`config.mk`:
```
export PLATFORM = sky130hd
export DESIGN_NAME = tdc_control_status_registers
export DESIGN_NICKNAME = d
export VERILOG_FILES = /design/src/rtl/tdc_csr_pkg.sv /design/src/rtl/tdc_control_status_registers.sv
export SDC_FILE = /design/constraint.sdc
export NUM_CORES = 1
export LEC_CHECK = 0
export ABC_AREA = 1
export BUFFER_PORTS_ARGS = -buffer_cell sky130_fd_sc_hd__buf_2
export CORE_ASPECT_RATIO = 0.6
export CORE_UTILIZATION = 50
export DETAILED_ROUTE_END_ITERATION = 6
export PLACE_DENSITY_LB_ADDON = 0.3
export SYNTH_ARGS = -nofsm -noshare
export SYNTH_HDL_FRONTEND = slang
export SYNTH_SLANG_ARGS = --single-unit
```
`constraint.sdc`:
```
create_clock -name clk_in -period 4.81 [get_ports clk_in]
set_input_delay 0.7215 -clock clk_in [delete_from_list [all_inputs] [get_ports clk_in]]
set_output_delay 0.7215 -clock clk_in [all_outputs]
set_load 0.02 [all_outputs]
```
`src/rtl/tdc_csr_pkg.sv`:
```
// constants and carrier types for the converter's configuration and status bank
// assumes a test-port controller outside that decodes its state machine onto pins
package tdc_csr_pkg;

  // test-port instruction codes, 4 bits plus one even-parity bit
  localparam int          IR_WIDTH       = 4;
  localparam logic [3:0]  INS_CONTROL    = 4'h8;
  localparam logic [3:0]  INS_STATUS     = 4'hA;
  localparam logic [3:0]  INS_GENERAL_OUT = 4'hD;
  localparam logic [3:0]  INS_BYPASS     = 4'hF;
  localparam logic [3:0]  IR_RESET       = INS_BYPASS;

  // chain lengths
  localparam int          CTRL_LEN       = 36;
  localparam int          GPO_LEN        = 12;
  localparam int          STAT_LEN       = 72;

  // field positions inside the control chain (error_enable_separator_ctrl first)
  localparam int          ERR_EN_LSB     = 0;
  localparam int          SEPA_EVRST_BIT = 9;
  localparam int          SEPA_BCRST_BIT = 10;
  localparam int          SEPA_RDOUT_BIT = 11;
  localparam int          CHAN_LOW_LSB   = 12;
  localparam int          CHAN_HIGH_LSB  = 24;

  // values after reset
  localparam logic [35:0] CTRL_RESET     = 36'h0_0000_0000;
  localparam logic [11:0] GPO_RESET      = 12'h000;
  // empty flags, control parity and overflow-recover read one, all else zero
  localparam logic [71:0] STAT_RESET     = 72'h00_0000_0008_00A0_0A00;

  // status fields delivered by the converter core on the device clock
  typedef struct packed {
    logic [7:0]  error_flags;
    logic        control_parity;
    logic        rfifo_full;
    logic        rfifo_empty;
    logic [5:0]  rfifo_occupancy;
    logic [7:0]  hit_buffer_wr_ptr;
    logic        hit_buffer_overflow;
    logic        hit_buffer_overflow_recover;
    logic        hit_buffer_almost_full;
    logic        hit_buffer_empty;
    logic [7:0]  hit_buffer_rd_ptr;
    logic [7:0]  hit_buffer_start_ptr;
    logic        tfifo_full;
    logic        tfifo_nearly_full;
    logic        tfifo_empty;
    logic [2:0]  tfifo_occupancy;
    logic [12:0] coarse_counter;
  } core_status_t;

  // decoded test-port signals arriving from pins
  typedef struct packed {
    logic tck;
    logic tdi;
    logic capture_dr;
    logic shift_dr;
    logic update_dr;
    logic shift_ir;
    logic update_ir;
  } tap_pins_t;

  // reject enables held in an earlier control register
  typedef struct packed {
    logic trigger_fifo_reject_en;
    logic hit_buffer_reject_en;
    logic readout_fifo_reject_en;
  } reject_en_t;

endpackage

```
`src/rtl/tdc_control_status_registers.sv`:
```
// configuration and status register bank reached through the test-port scan chains
// assumes the test-port state machine lives outside and drives decoded states on pins;
// core status and event strobes arrive on clk_in
//
// Summary of operation
// error output is high when any enabled error flag is set
// event count reset inserts a separator when its option is set
// bunch count reset inserts a separator when its option is set
// separators reach read-out only with the debug read-out option
// reject event data on trigger FIFO nearly full when enabled
// reject event data on hit buffer nearly full when enabled
// reject event data on read-out FIFO full when enabled
// 24 channel enable bits over two registers gate hit inputs
// 12-bit general output drives data pins 23..12 in front-end mode
// general output loads through its own scan path
// status registers are read only; scan writes leave them unchanged
// nine error flags in the documented bit order
// after reset empties, control parity and overflow-recover read one
// instruction parity error sets error flag bit 8
// instruction is stored and executed despite a parity error
// report hit buffer write pointer with its four flags
// report run level, hit buffer read pointer and trigger FIFO flags
// report trigger FIFO occupancy and hit buffer start pointer
// coarse counter bit 0 beside occupancy, bits 12..1 next
// report six-bit read-out FIFO occupancy
// data pins 27..24 read as general inputs in front-end mode
// registers are read and written through the test port
// instruction register is four bits plus one parity bit
// instruction 1010 selects the status chain
// all status fields captured in one clock cycle
`timescale 1ns/10ps

module tdc_control_status_registers
  import tdc_csr_pkg::*;
(
  // clock and reset
  input  wire logic                      clk_in,
  input  wire logic                      rst_b_in,
  // test port
  input  wire tdc_csr_pkg::tap_pins_t    tap_in,
  output logic                           tdo_out,
  // core status and strobes
  input  wire tdc_csr_pkg::core_status_t core_status_in,
  input  wire logic                      event_count_reset_in,
  input  wire logic                      bunch_count_reset_in,
  input  wire tdc_csr_pkg::reject_en_t   reject_en_in,
  // pins
  input  wire logic                      run_start_pin_in,
  input  wire logic                      frontend_ctrl_mode_pin_in,
  input  wire logic [3:0]                dio_high_pins_in,
  output logic [11:0]                    dio_mid_pins_out,
  output logic [11:0]                    dio_mid_pins_oe_b_out,
  output logic                           frontend_serial_in_out,
  // to the core
  output logic                           error_output_pin_out,
  output logic                           separator_insert_out,
  output logic                           separator_readout_en_out,
  output logic                           event_reject_out,
  output logic [23:0]                    channel_enable_out
);

  import tdc_csr_pkg::*;

  typedef struct packed {
    tap_pins_t     tap_s1;
    tap_pins_t     tap_s2;
    logic          tck_d;
    logic          run_s1;
    logic          run_s2;
    logic          mode_s1;
    logic          mode_s2;
    logic [3:0]    gin_s1;
    logic [3:0]    gin_s2;
    logic [4:0]    ir_shift;
    logic [3:0]    ir;
    logic          ins_parity_err;
    logic [35:0]   ctrl_shift;
    logic [35:0]   ctrl;
    logic [11:0]   gpo_shift;
    logic [11:0]   gpo;
    logic [71:0]   stat_shift;
    logic          bypass;
    logic          tdo;
    logic          error;
    logic          sep_insert;
    logic          reject;
    logic [11:0]   dio_out;
    logic [11:0]   dio_oe_b;
    logic          serial_in;
  } state_t;

  localparam state_t STATE_RESET = '{
    tap_s1:         '0,
    tap_s2:         '0,
    tck_d:          1'b0,
    run_s1:         1'b0,
    run_s2:         1'b0,
    mode_s1:        1'b0,
    mode_s2:        1'b0,
    gin_s1:         4'h0,
    gin_s2:         4'h0,
    ir_shift:       5'h00,
    ir:             IR_RESET,
    ins_parity_err: 1'b0,
    ctrl_shift:     CTRL_RESET,
    ctrl:           CTRL_RESET,
    gpo_shift:      GPO_RESET,
    gpo:            GPO_RESET,
    stat_shift:     STAT_RESET,
    bypass:         1'b0,
    tdo:            1'b0,
    error:          1'b0,
    sep_insert:     1'b0,
    reject:         1'b0,
    dio_out:        12'h000,
    dio_oe_b:       12'hFFF,
    serial_in:      1'b0
  };

  state_t state_reg;
  state_t state_next;

  // gathers a coherent status word from the core, the pins and the parity flag;
  // each 12-bit slice is one read-only status register, lowest register first
  function automatic logic [71:0] status_word(input core_status_t cs,
                                              input logic        par_err,
                                              input logic        running,
                                              input logic [3:0]  gen_in);
    logic [11:0] err_slice;
    logic [11:0] wr_slice;
    logic [11:0] rd_slice;
    logic [11:0] start_slice;
    logic [11:0] count_slice;
    logic [11:0] occ_slice;
    // error flags, then control parity and read-out FIFO flags
    err_slice   = {cs.rfifo_empty, cs.rfifo_full, cs.control_parity,
                   par_err, cs.error_flags};
    // hit buffer write pointer with its four flags
    wr_slice    = {cs.hit_buffer_empty, cs.hit_buffer_almost_full,
                   cs.hit_buffer_overflow_recover, cs.hit_buffer_overflow,
                   cs.hit_buffer_wr_ptr};
    // trigger FIFO flags, run level and hit buffer read pointer
    rd_slice    = {cs.tfifo_empty, cs.tfifo_nearly_full, cs.tfifo_full, running,
                   cs.hit_buffer_rd_ptr};
    // coarse bit 0, trigger FIFO occupancy and start pointer
    start_slice = {cs.coarse_counter[0], cs.tfifo_occupancy, cs.hit_buffer_start_ptr};
    // upper coarse counter bits
    count_slice = cs.coarse_counter[12:1];
    // general inputs, two zero bits, read-out FIFO occupancy
    occ_slice   = {gen_in, 2'b00, cs.rfifo_occupancy};
    status_word = {occ_slice, count_slice, start_slice, rd_slice, wr_slice, err_slice};
  endfunction

  // parity bit must equal the xor of the four code bits
  function automatic logic ir_parity_bad(input logic [4:0] ir_word);
    ir_parity_bad = (^ir_word[IR_WIDTH-1:0]) != ir_word[IR_WIDTH];
  endfunction

  // head of the data chain that the current instruction selects;
  // unknown codes fall back to the one-bit bypass stage
  function automatic logic chain_head(input logic [3:0] ins,
                                      input logic       ctrl_bit,
                                      input logic       gpo_bit,
                                      input logic       stat_bit,
                                      input logic       bypass_bit);
    unique case (ins)
      INS_CONTROL:     chain_head = ctrl_bit;
      INS_GENERAL_OUT: chain_head = gpo_bit;
      INS_STATUS:      chain_head = stat_bit;
      default:         chain_head = bypass_bit;
    endcase
  endfunction

  // error pin: any flag whose enable bit is set
  function automatic logic error_active(input logic [8:0] flags,
                                        input logic [8:0] enables);
    error_active = |(flags & enables);
  endfunction

  // a count reset strobe inserts a separator when its option is set
  function automatic logic separator_cause(input logic        evrst,
                                           input logic        bcrst,
                                           input logic [35:0] ctrl_word);
    separator_cause = (evrst & ctrl_word[SEPA_EVRST_BIT]) |
                      (bcrst & ctrl_word[SEPA_BCRST_BIT]);
  endfunction

  // any enabled full condition rejects event data
  function automatic logic reject_cause(input reject_en_t   en,
                                        input core_status_t cs);
    reject_cause = (en.trigger_fifo_reject_en & cs.tfifo_nearly_full) |
                   (en.hit_buffer_reject_en & cs.hit_buffer_almost_full) |
                   (en.readout_fifo_reject_en & cs.rfifo_full);
  endfunction

  logic       tck_rise;
  logic [8:0] all_errors;
  logic [3:0] gen_in;

  always_comb
  begin
    state_next = state_reg;
    tck_rise   = state_reg.tap_s2.tck & ~state_reg.tck_d;
    gen_in     = state_reg.mode_s2 ? state_reg.gin_s2 : 4'h0;

    // pin synchronisers; tck is sampled as data, not used as a clock,
    // so each tck level must last several clk cycles
    state_next.tap_s1  = tap_in;
    state_next.tap_s2  = state_reg.tap_s1;
    state_next.tck_d   = state_reg.tap_s2.tck;
    state_next.run_s1  = run_start_pin_in;
    state_next.run_s2  = state_reg.run_s1;
    state_next.mode_s1 = frontend_ctrl_mode_pin_in;
    state_next.mode_s2 = state_reg.mode_s1;
    state_next.gin_s1  = dio_high_pins_in;
    state_next.gin_s2  = state_reg.gin_s1;

    if (tck_rise)
    begin
      // five-bit instruction shift
      if (state_reg.tap_s2.shift_ir)
      begin
        state_next.ir_shift = {state_reg.tap_s2.tdi, state_reg.ir_shift[4:1]};
      end
      if (state_reg.tap_s2.update_ir)
      begin
        // stored regardless of parity
        state_next.ir = state_reg.ir_shift[IR_WIDTH-1:0];
        // even parity check sets flag; it stays set until reset
        if (ir_parity_bad(state_reg.ir_shift))
        begin
          state_next.ins_parity_err = 1'b1;
        end
      end

      // data chains selected by instruction
      unique case (state_reg.ir)
        INS_CONTROL:
        begin
          if (state_reg.tap_s2.capture_dr)
          begin
            state_next.ctrl_shift = state_reg.ctrl;
          end
          else if (state_reg.tap_s2.shift_dr)
          begin
            state_next.ctrl_shift = {state_reg.tap_s2.tdi, state_reg.ctrl_shift[35:1]};
          end
          else if (state_reg.tap_s2.update_dr)
          begin
            state_next.ctrl = state_reg.ctrl_shift;
          end
        end
        // separate general output path
        INS_GENERAL_OUT:
        begin
          if (state_reg.tap_s2.capture_dr)
          begin
            state_next.gpo_shift = state_reg.gpo;
          end
          else if (state_reg.tap_s2.shift_dr)
          begin
            state_next.gpo_shift = {state_reg.tap_s2.tdi, state_reg.gpo_shift[11:1]};
          end
          else if (state_reg.tap_s2.update_dr)
          begin
            state_next.gpo = state_reg.gpo_shift;
          end
        end
        // status chain
        INS_STATUS:
        begin
          // single-cycle snapshot
          if (state_reg.tap_s2.capture_dr)
          begin
            state_next.stat_shift = status_word(core_status_in, state_reg.ins_parity_err,
                                                state_reg.run_s2, gen_in);
          end
          // shifted bits only move through stat_shift, never into ctrl or gpo
          else if (state_reg.tap_s2.shift_dr)
          begin
            state_next.stat_shift = {state_reg.tap_s2.tdi, state_reg.stat_shift[71:1]};
          end
          // update commits nothing for the status chain
          else if (state_reg.tap_s2.update_dr)
          begin
            state_next.stat_shift = state_reg.stat_shift;
          end
        end
        default:
        begin
          if (state_reg.tap_s2.capture_dr)
          begin
            state_next.bypass = 1'b0;
          end
          else if (state_reg.tap_s2.shift_dr)
          begin
            state_next.bypass = state_reg.tap_s2.tdi;
          end
        end
      endcase
    end

    // serial output follows the head of the selected chain
    if (state_reg.tap_s2.shift_ir)
    begin
      state_next.tdo = state_reg.ir_shift[0];
    end
    else
    begin
      state_next.tdo = chain_head(state_reg.ir, state_reg.ctrl_shift[0],
                                  state_reg.gpo_shift[0], state_reg.stat_shift[0],
                                  state_reg.bypass);
    end

    // flag 8 is the instruction parity error
    all_errors = {state_reg.ins_parity_err, core_status_in.error_flags};
    // enabled flags drive error pin
    state_next.error = error_active(all_errors, state_reg.ctrl[ERR_EN_LSB +: 9]);

    // separator on resets, one cycle per strobe
    state_next.sep_insert = separator_cause(event_count_reset_in, bunch_count_reset_in,
                                            state_reg.ctrl);

    // rejection conditions follow the core flags one cycle late
    state_next.reject = reject_cause(reject_en_in, core_status_in);

    // general output onto pins in front-end mode
    state_next.dio_out  = state_reg.gpo;
    state_next.dio_oe_b = state_reg.mode_s2 ? 12'h000 : 12'hFFF;
    // general input bit 3 is the front-end serial input
    state_next.serial_in = gen_in[3];
  end

  always_ff @(posedge clk_in or negedge rst_b_in)
  begin
    // status chain reset pattern
    if (!rst_b_in)
    begin
      state_reg <= STATE_RESET;
    end
    else
    begin
      state_reg <= state_next;
    end
  end

  assign tdo_out                  = state_reg.tdo;
  assign error_output_pin_out     = state_reg.error;
  assign separator_insert_out     = state_reg.sep_insert;
  // separator read-out option
  assign separator_readout_en_out = state_reg.ctrl[SEPA_RDOUT_BIT];
  assign event_reject_out         = state_reg.reject;
  // two 12-bit halves form channel enables
  assign channel_enable_out       = {state_reg.ctrl[CHAN_HIGH_LSB +: 12],
                                     state_reg.ctrl[CHAN_LOW_LSB +: 12]};
  assign dio_mid_pins_out         = state_reg.dio_out;
  assign dio_mid_pins_oe_b_out    = state_reg.dio_oe_b;
  assign frontend_serial_in_out   = state_reg.serial_in;

endmodule

```
-- Yosys cells after proc, flatten, opt, wreduce, memory -nomap -nowiden
Index checks and enable logic that the tools add are counted.
- multipliers: 0
- shifts and indexed selects: 0
- multiplexer cells: 12
- divide/modulo/power cells: 0
- $lt $le $gt $ge: 0
- reduce and logical (&&, ||, !) cells: 13
- add/sub/neg operators: 0
- eq/ne operators: 4
- bitwise operators: 14
- operators by type and width (kind ; number):
    2-to-1 mux 72 bit ; 2
    2-to-1 mux 36 bit ; 2
    2-to-1 mux 12 bit ; 3
    AND reduction 3 bit ; 5
    == test 4 bit, second input constant ; 3
    AND reduction 5 bit ; 2
    AND 9 bit ; 1
    OR reduction 9 bit ; 1
    AND 1 bit ; 6
    2-to-1 mux 4 bit ; 1
    inverter 1 bit ; 4
    AND reduction 2 bit ; 2
    XOR reduction 4 bit ; 1
    2-to-1 mux 1 bit ; 3
    bitwise OR 1 bit ; 3
    one-hot mux 1 bit (3 select lines) ; 1
    OR reduction 3 bit ; 1
    nonzero test 2 bit ; 1
    inequality test 1 bit ; 1
- memories kept: 0
- register bits after elaboration: 235
- memory bits (writable): 0
- input port bits: 84
- logic and storage cells: 80
- latch bits: 0
- bits in read-only memories: 0

-- Longest topological paths before layout
Gate-level depths: netlist of run 1.
- depth after elaboration: 4
- gate-level depth with buffers: 9

-- Worst setup path after synthesis of run 1
No wires, ideal clock.
- path kind: reg2reg
- start: register state_reg[202] (netlist name)
- end: register state_reg[172] (netlist name)
- setup slack: 3264 ps
- stages on the path, launching flop included: 7
- required time: 4684 ps
- buffers on the path: 1
- data arrival time: 1420 ps
- cell sequence: dfstp_2 -> inv_2 -> nor2_8 -> nand2_4 -> nor3_4 -> buf_6 -> o21ai_0
- cells in the longest elaborated chain, start to end: 2
- RTL lines (what ; line ; text):
    start, declared ; tdc_control_status_registers.sv:120 ; state_t state_reg;
    start signal, assigned ; tdc_control_status_registers.sv:343 ; state_reg <= state_next;
    == test 4 bit ; tdc_control_status_registers.sv:237 ; unique case (state_reg.ir)
    AND reduction 3 bit (no source line) ; - ;
Every way passes these cells.
A chain may end at the register's enable or synchronous reset.

-- Final worst setup path of run 1
- start: register state_reg[225] (netlist name)
- end: register state_reg[55] (netlist name)
- cells in the longest elaborated chain, start to end: 2
- RTL lines (what):
    nonzero test 2 bit (no source line)
    AND reduction 3 bit (no source line)
Parallel ways exist; a longest one is shown, timed or not.

==> impl_summary.md, run 1 <==
STA
The share of the clock period used by the worst path is 0.541. The total negative slack for setup checks is 0 ns. The post-route worst setup slack is 2.21 ns. Subtracting the final worst setup slack from the clock period gives between 2 and 3 ns. On the final layout, the worst hold slack is ~0.28 ns. Timing would allow up to 0.384 GHz. The hold violation count in the final report was 0. The worst-case headroom to the max-slew limit is 0.384. The clock skew after layout is around 0.015 ns. The number of pins with negative max-slew slack in the final report was 0. Setup repair after global routing left no endpoint under its margin. The transition time at the pin with the least slew margin is 0.924 ns. Setup violations remaining at the end of the flow were counted as 0.

Yosys
The fraction of synthesis flops using an asynchronous set or reset pin is 1.00. The number of nets in the synthesized netlist is 1140. The commonest cells after synthesis are sky130_fd_sc_hd__nand2_1 (259), sky130_fd_sc_hd__dfrtp_1 (214), sky130_fd_sc_hd__o21ai_0 (158), sky130_fd_sc_hd__inv_1 (134), sky130_fd_sc_hd__o211ai_1 (75). After synthesis, the mean cell area works out to 9.33 um2. The number of enable-type register cells in the synthesized netlist is 0. For this run, the leading register cell type out of synthesis is sky130_fd_sc_hd__dfrtp_1.

By area the synthesized netlist is led by sky130_fd_sc_hd__dfrtp_1 (54%), sky130_fd_sc_hd__nand2_1 (9.9%), sky130_fd_sc_hd__o21ai_0 (8.0%), sky130_fd_sc_hd__o211ai_1 (5.7%), sky130_fd_sc_hd__inv_1 (5.1%). In this run, synthesis produced a sequential element count of 224. The share of synthesized area in the top cell type comes to 0.544. The total of warnings raised by yosys is 0. The count of distinct cell types in the synthesized netlist is 26. Synthesis produced a netlist whose cell count is approximately 1100. The share of the Yosys chip area taken by registers is 0.570. In the post-synthesis netlist, the cell with the most instances is sky130_fd_sc_hd__nand2_1. The biggest area contributor in the post-synthesis netlist is sky130_fd_sc_hd__dfrtp_1. The mapped netlist covers ~9800 um2.

Global routing
After global routing the overflow that remains totals 0. The initial antenna violation count is 1. After global routing, the most crowded layer is met1. The global-route track usage on met2 is 0.272. For this run, the total global-route usage over all layers was measured as 0.192. The via count of the first global-routing pass was 6517. For met3 alone, demand over resource in global routing was 0.0338. The met1 layer usage reported by global route is 0.305. The first-pass GRT wire length is 32.0 mm.

Entering global routing, the biggest net connects 114 pins.

Critical path
The worst setup path is captured at a register. The worst register-to-register path ends at state_reg[55]. Of all nets on the critical path, the largest fanout is 94. The critical path contains buffers and inverters numbering 2 combined. For this run, the slowest stage of the critical path takes 0.84 ns.

The startpoint class of the critical path is a register. Among cell families on the critical path, the largest total delay comes from simple AND/OR/NAND/NOR gates. Traced cell by cell, the critical path runs through nor2_2, inv_2, nand2_4, nor2_4, buf_12, o211ai_1, o21ai_0. The startpoint identified for the worst register-to-register timing path is state_reg[225].

The setup path with the least slack is of type register to register. The slowest library cell on the worst path is sky130_fd_sc_hd__dfrtp_2. The required time at the worst-slack endpoint is 5.22 ns. Data arrives at the worst endpoint at 3.01 ns.

The worst-case register-to-register setup slack is 2.21 ns. The worst register-to-register path has a depth of 7.

Clocking
The number of clock sinks is 224. The number of buffers on the longest clock path is 3. The insertion delay of the later-clocked pin in the worst-skew pair is 0.50 ns.

TritonCTS built the clock tree. The hold buffer count at cts is 0. The clock transition at the registers of the reported paths is roughly 0.060 ns. The tree is rooted in a sky130_fd_sc_hd__clkbuf_16.

The H-tree depth is 1. The post-CTS resize count is 0. The post-CTS setup repair buffer count is 0. The number of buffers created by CTS is 22.

Power and ir drop
For this design the ratio of total power to cell area is roughly 410 nW/um2. The share of total power dissipated in combinational logic is 0.129. Summed over all nets, the switching power comes to approximately 1.2 mW. The worst-case IR drop observed on VDD is roughly 0.24 mV. For this design the static power due to leakage is 5.23 nW. Of the total power, the share spent switching nets is 0.259. The internal cell power is 3.36 mW.

The clock power share is 0.367. Of the total power, registers draw 0.504.

Finish
The layout overhead on the synthesized area is 11.2%. At the end of the flow the core is filled with cells to 0.571. The final instance count without filler cells is 1398. In the final layout, the share of cells above drive strength 1 is 0.210. For this run, the post-layout net count is 1202. The multi-input combinational cells in the finished layout cover a total of 3000 um2.

The number of flip-flops under the largest register name is 154. The layout has about 1700 filler cells. The storage element area is 5620 um2.

Drt
In the final routed layout, each cell accounts on average for 13.2 um. The first TritonRoute pass finished after 5 iterations. The per-cell via count in the routed design is between 4 and 5. The total wire length is 18.5 mm.

The via count is 6833. For this block, the initial DRC count from the detailed router was 446. Once detail routing completed, the nets flagged for antenna violations numbered 0. The final routed DRC violation total is 0.

Die
Measured along the y axis, the die boundary spans approximately 110 um. The I/O pin count is 138. The core box area is between 15000 and 20000 um2. The number of rows created at floorplan is 39.

From left edge to right edge, the die measures 183 um. The initial utilization of the core area, before any placement, comes to 0.514. The floorplan step defined a die boundary enclosing just over 20000 um2.

Placed design
The half-perimeter wire length of the detailed placement result is between 10 and 15 mm. The worst setup timing slack at the placement stage is 2.23 ns. The number of buffers inserted by port buffering is 137. The number of cells in the design after placement is about 1400. Routability-driven placement finished with a final weighted congestion of roughly 0.79.

Worst hold path
The worst hold path belongs to the class input pin to asynchronous set/reset pin.

Status
The flow ran to the end, and the final reports show no timing, DRC or antenna violations.

Flow run
The number of max-capacitance violations reported is 0.
-- cell families (layout without fill, tap and decap cells) --
group,Yosys count,after routing,share of synthesized area
AO/OA/AOI/OAI,292,292,0.181
buffers and inverters,243,318,0.125
flip-flops,224,224,0.570
other,0,1,0
AND/OR/NAND/NOR,297,297,0.123
-- cell type report --
| class | count | share of cell area |
|---|---|---|
| multi-input cells | 589 | 0.274 |
| clock inverters | 1 | 0.000457 |
| repair buffers | 145 | 0.0713 |
| diodes | 1 | 0.000229 |
| clock buffers | 36 | 0.0634 |
| well taps | 266 | 0.0304 |
| inverters | 136 | 0.0469 |
| flip-flops and latches | 224 | 0.513 |
-- per-layer routing --
metal / up-vias / wire (um)
met2: 143 / 7460
met3: 30 / 849
li1: 3493 / -
met4: 0 / 374
met5: - / 0
met1: 3167 / 9780
-- layout by cell type, fill, tap and decap left out, types with 15 or more instances in the layout --
| master | Yosys | layout |
|---|---|---|
| sky130_fd_sc_hd__inv_1 | 134 | 133 |
| sky130_fd_sc_hd__o21ai_0 | 158 | 158 |
| sky130_fd_sc_hd__o211ai_1 | 75 | 75 |
| sky130_fd_sc_hd__o21ai_1 | 21 | 21 |
| sky130_fd_sc_hd__o21ai_2 | 34 | 34 |
| sky130_fd_sc_hd__dfrtp_1 | 214 | 213 |
| sky130_fd_sc_hd__clkbuf_16 | 0 | 23 |
| sky130_fd_sc_hd__buf_2 | 16 | 136 |
| sky130_fd_sc_hd__nand3_1 | 15 | 15 |
| sky130_fd_sc_hd__nand2_1 | 259 | 259 |
-- how the worst max path moves through the flow --
| stage | startpoint | end | slack [ns] | cells past startpoint |
|---|---|---|---|---|
| floorplan | state_reg[202] | state_reg[172] | 3.26 | 6 |
| global placement | state_reg[225] | state_reg[44] | 2.34 | 7 |
| detailed placement | state_reg[225] | state_reg[49] | 2.23 | 7 |
| CTS | state_reg[225] | state_reg[49] | 2.21 | 7 |
| global route | state_reg[225] | state_reg[55] | 1.94 | 7 |
| finish | state_reg[225] | state_reg[55] | 2.21 | 7 |
-- worst register-to-register path, delay by kind of cell (launching register included) --
kind / cells / cell delay [ns]
flops: 1 / 0.84
buf+inv: 2 / 0.51
simple gates: 3 / 0.86
compound gates: 2 / 0.31
-- power by group through the flow --
| stage | Clock [mW] | Sequential (mW) | Combinational, mW |
|---|---|---|---|
| after detailed placement | 0 | 2.32 | 0.590 |
| after global routing | 1.78 | 2.31 | 0.694 |
| after CTS | 1.71 | 2.29 | 0.592 |
| after floorplan | 0 | 2.29 | 0.430 |
| final | 1.66 | 2.28 | 0.584 |
| after global placement | 0 | 2.30 | 0.573 |
-- per-stage QoR --
step                      total power [mW]  cell area, um2
after floorplan                       2.72            9850
after global placement                2.88           10200
after detailed placement              2.91           10200
after CTS                             4.59           10900
after global routing                  4.79           10900
final                                 4.53           10900
Power figures use the tool's default switching activity.
==> inputs of run 2 (changes only) <==
Clock period 4.81 ns to 2.4 ns, I/O delays scaled along.
==> impl_summary.md, run 2 (same netlist as run 1, synthesis figures left out) <==
Drt
The total wire length is 18.2 mm (-1.5%). The number of detailed-route iterations in the first pass is 5 (unchanged). The detailed-route wire length per cell is 12.8 um (-3.3%). The initial detailed-routing violation count is 567 (+27%).

The antenna violation net count after detailed routing is 0 (unchanged). After detailed routing, no signal wire sits above met4. The met2 wire length was 7.51 mm (+0.66%).

The met3 layer wire length in the routed design is 952 um (+12%). The per-cell via count in the routed design is 4.84 (-0.98%). The final routed DRC violation total is 0 (unchanged).

The via count is 6892 (+0.86%). The routed length on met1 came to 9.48 mm (-3.1%).

STA
The total setup violations reported at the end of the flow was 0 (unchanged). The worst-case headroom to the max-slew limit is 0.530 (+0.146). The share of the clock period used by the worst path came to 0.802 (+0.261).

The worst hold slack was 0.0654 ns (-0.212 ns). The fmax is 0.520 GHz (+35%). The hold violation count in the final report came to 0 (unchanged). The minimum period implied by the final worst setup slack is 1.92 ns (-0.677 ns). The number of pins with negative max-slew slack in the final report is 0 (unchanged). The clock skew after layout is 0.00787 ns (-0.00666 ns).

Setup repair after global routing left no endpoint under its margin. The transition time at the pin with the least slew margin came to 0.705 ns (-0.219 ns). The total negative slack for setup checks is 0 ns (unchanged).

Critical path
The slowest stage of the critical path belongs to the cell sky130_fd_sc_hd__dfstp_2. STA classifies the critical path startpoint as a register. The largest incremental delay on the critical path is 0.58 ns (-0.26 ns). The buffers plus inverters on the worst setup path is 3 (+1). The worst setup path is captured at a register.

Traced cell by cell, the critical path runs through inv_1, nor2_1, nand2_1, nor2_4, buf_12, inv_1, nand2_1, o21ai_0. The required time at the worst-slack endpoint is 2.77 ns (-2.45 ns). The critical path is of the register to register type. The dominant delay contributor by cell family on the critical path is buffers and inverters. The arrival time reported for the critical path endpoint is 2.30 ns (-0.71 ns). The largest driver fanout on the critical path came to 138 (+47%).

Finish
The top cell types in the final layout, fill and taps aside, are sky130_fd_sc_hd__nand2_1 (259), sky130_fd_sc_hd__dfrtp_1 (213), sky130_fd_sc_hd__o21ai_0 (158). The share of the core filled with cells in the final layout is 0.587 (+0.0159). The net count of the finished layout came to 1225 (+1.9%).

The layout overhead on the synthesized area is 14.3%. The layout cell share with drive strength beyond 1 is 0.216 (+0.00564). Leaving out fill and tap cells, the most frequent cell in the layout is sky130_fd_sc_hd__nand2_1.

The number of flip-flops under the largest register name is 154 (unchanged). The count of fill cells added during filler insertion is 1637 (-3.8%). The final instance count without filler cells was 1424 (+1.9%).

Die
The number of rows created at floorplan was 39 (unchanged). The width of the chip came to 183 um (unchanged). The area enclosed by the die boundary was 20300 um2 (unchanged). The core box area is 19200 um2 (unchanged). The height of the chip is 111 um (unchanged). The effective utilization at floorplan is 0.514 (unchanged). The I/O pin count was 138 (unchanged).

Status
The flow ran to the end, and the final reports show no timing, DRC or antenna violations.

Worst hold path
The type of the worst min-delay path is input pin to register.

Placed design
The half-perimeter wire length of the detailed placement result is 11.9 mm (-1.2%). The number of buffers inserted by port buffering is 137 (unchanged). The number of cells in the design after placement is 1369 (+0.66%).

The final estimated routing congestion in global placement came to 0.781 (-0.93%).

Flow run
The number of max-capacitance violations reported is 0 (unchanged).

Power and ir drop
The total power divided by cell area is 818 nW/um2 (+98%). The leakage power is 5.37 nW (+2.7%). The worst-case vdd ir drop came to 0.434 mV (+81%).

Clocking
The number of buffers on the longest clock path is 3 (unchanged). The number of buffers created by CTS is 22 (unchanged). The clock transition at the registers of the reported paths is 0.06 ns (about the same). The H-tree depth was 1 (unchanged). The number of clock sinks is 224 (unchanged). TritonCTS built the clock tree. The insertion delay of the later-clocked pin in the worst-skew pair came to 0.49 ns (about the same). The root buffer cell is sky130_fd_sc_hd__clkbuf_16.

Global routing
The initial antenna violation count is 1 (unchanged). The via count of the first global-routing pass is 6358 (-2.4%). The maximum number of pins on one net before global-route repair is 139 (+22%). The first-pass GRT wire length came to 31.7 mm (-0.84%). The aggregate global routing overflow is 0 (unchanged). The overall global routing resource usage was 0.191 (-0.000721).
-- run 2: layout make-up --
| cell class | instances | area (um2) | area share |
|---|---|---|---|
| antenna | 1 | 2.50 | 0.000222 |
| clock buffer | 35 | 681 | 0.0605 |
| timing repair buffer | 168 | 1050 | 0.0934 |
| inverter | 136 | 513 | 0.0456 |
| multi-input combinational | 589 | 3000 | 0.267 |
| sequential | 224 | 5620 | 0.499 |
| tap | 266 | 333 | 0.0296 |
| clock inverter | 5 | 52.6 | 0.00467 |
-- run 2: what timing repair did --
action                                 CTS  global route
buffers inserted                         0             0
gates resized for setup                  0             0
hold buffers                            14             0
endpoints found under the hold margin   75             0
-- run 2: final timing paths --
path                                                   to  slack (ns)            start  cells after the start
worst max-delay path                        state_reg[30]        0.48   state_reg[200]                      8
worst min-delay path                     event_reject_out        0.07  reject_en_in[0]                      3
worst max register to register              state_reg[30]        0.48   state_reg[200]                      8
worst min register to register             state_reg[210]        0.35  state_next[210]                      0
max in group asynchronous       dio_mid_pins_oe_b_out[10]        1.19         rst_b_in                      3
min in group asynchronous             dio_mid_pins_out[3]        0.42         rst_b_in                      2
-- run 2: layer usage --
layer  vias to the layer above  GRT usage
li1                       3532          -
met5                         -          0
met2                       142      0.267
met1                      3195      0.304
met4                         0     0.0383
met3                        23     0.0427
-- run 2: power by group --
part	switching [mW]	internal [mW]	total (mW)
clock	1.37	2.05	3.42
combinational	0.785	0.434	1.22
sequential	0.193	4.37	4.56
-- run 2: through the flow --
stage          cell area, um2  worst slack [ns]  power [mW]
2_1_floorplan            9850             0.854        5.44
3_3_place_gp            10400             0.521        5.78
3_5_place_dp            10400             0.487        5.82
4_1_cts                 11300             0.486        9.33
5_1_grt                 11300             0.254        9.77
6_report                11300             0.475        9.20
-- run 2: worst reg2reg max path, cell delays in order (launching register included) --
cell and delay, ns:
sky130_fd_sc_hd__dfstp_2 0.58, sky130_fd_sc_hd__inv_1 0.05, sky130_fd_sc_hd__nor2_1 0.14, sky130_fd_sc_hd__nand2_1 0.11, sky130_fd_sc_hd__nor2_4 0.13, sky130_fd_sc_hd__buf_12 0.39, sky130_fd_sc_hd__inv_1 0.23, sky130_fd_sc_hd__nand2_1 0.09
sky130_fd_sc_hd__o21ai_0 0.08
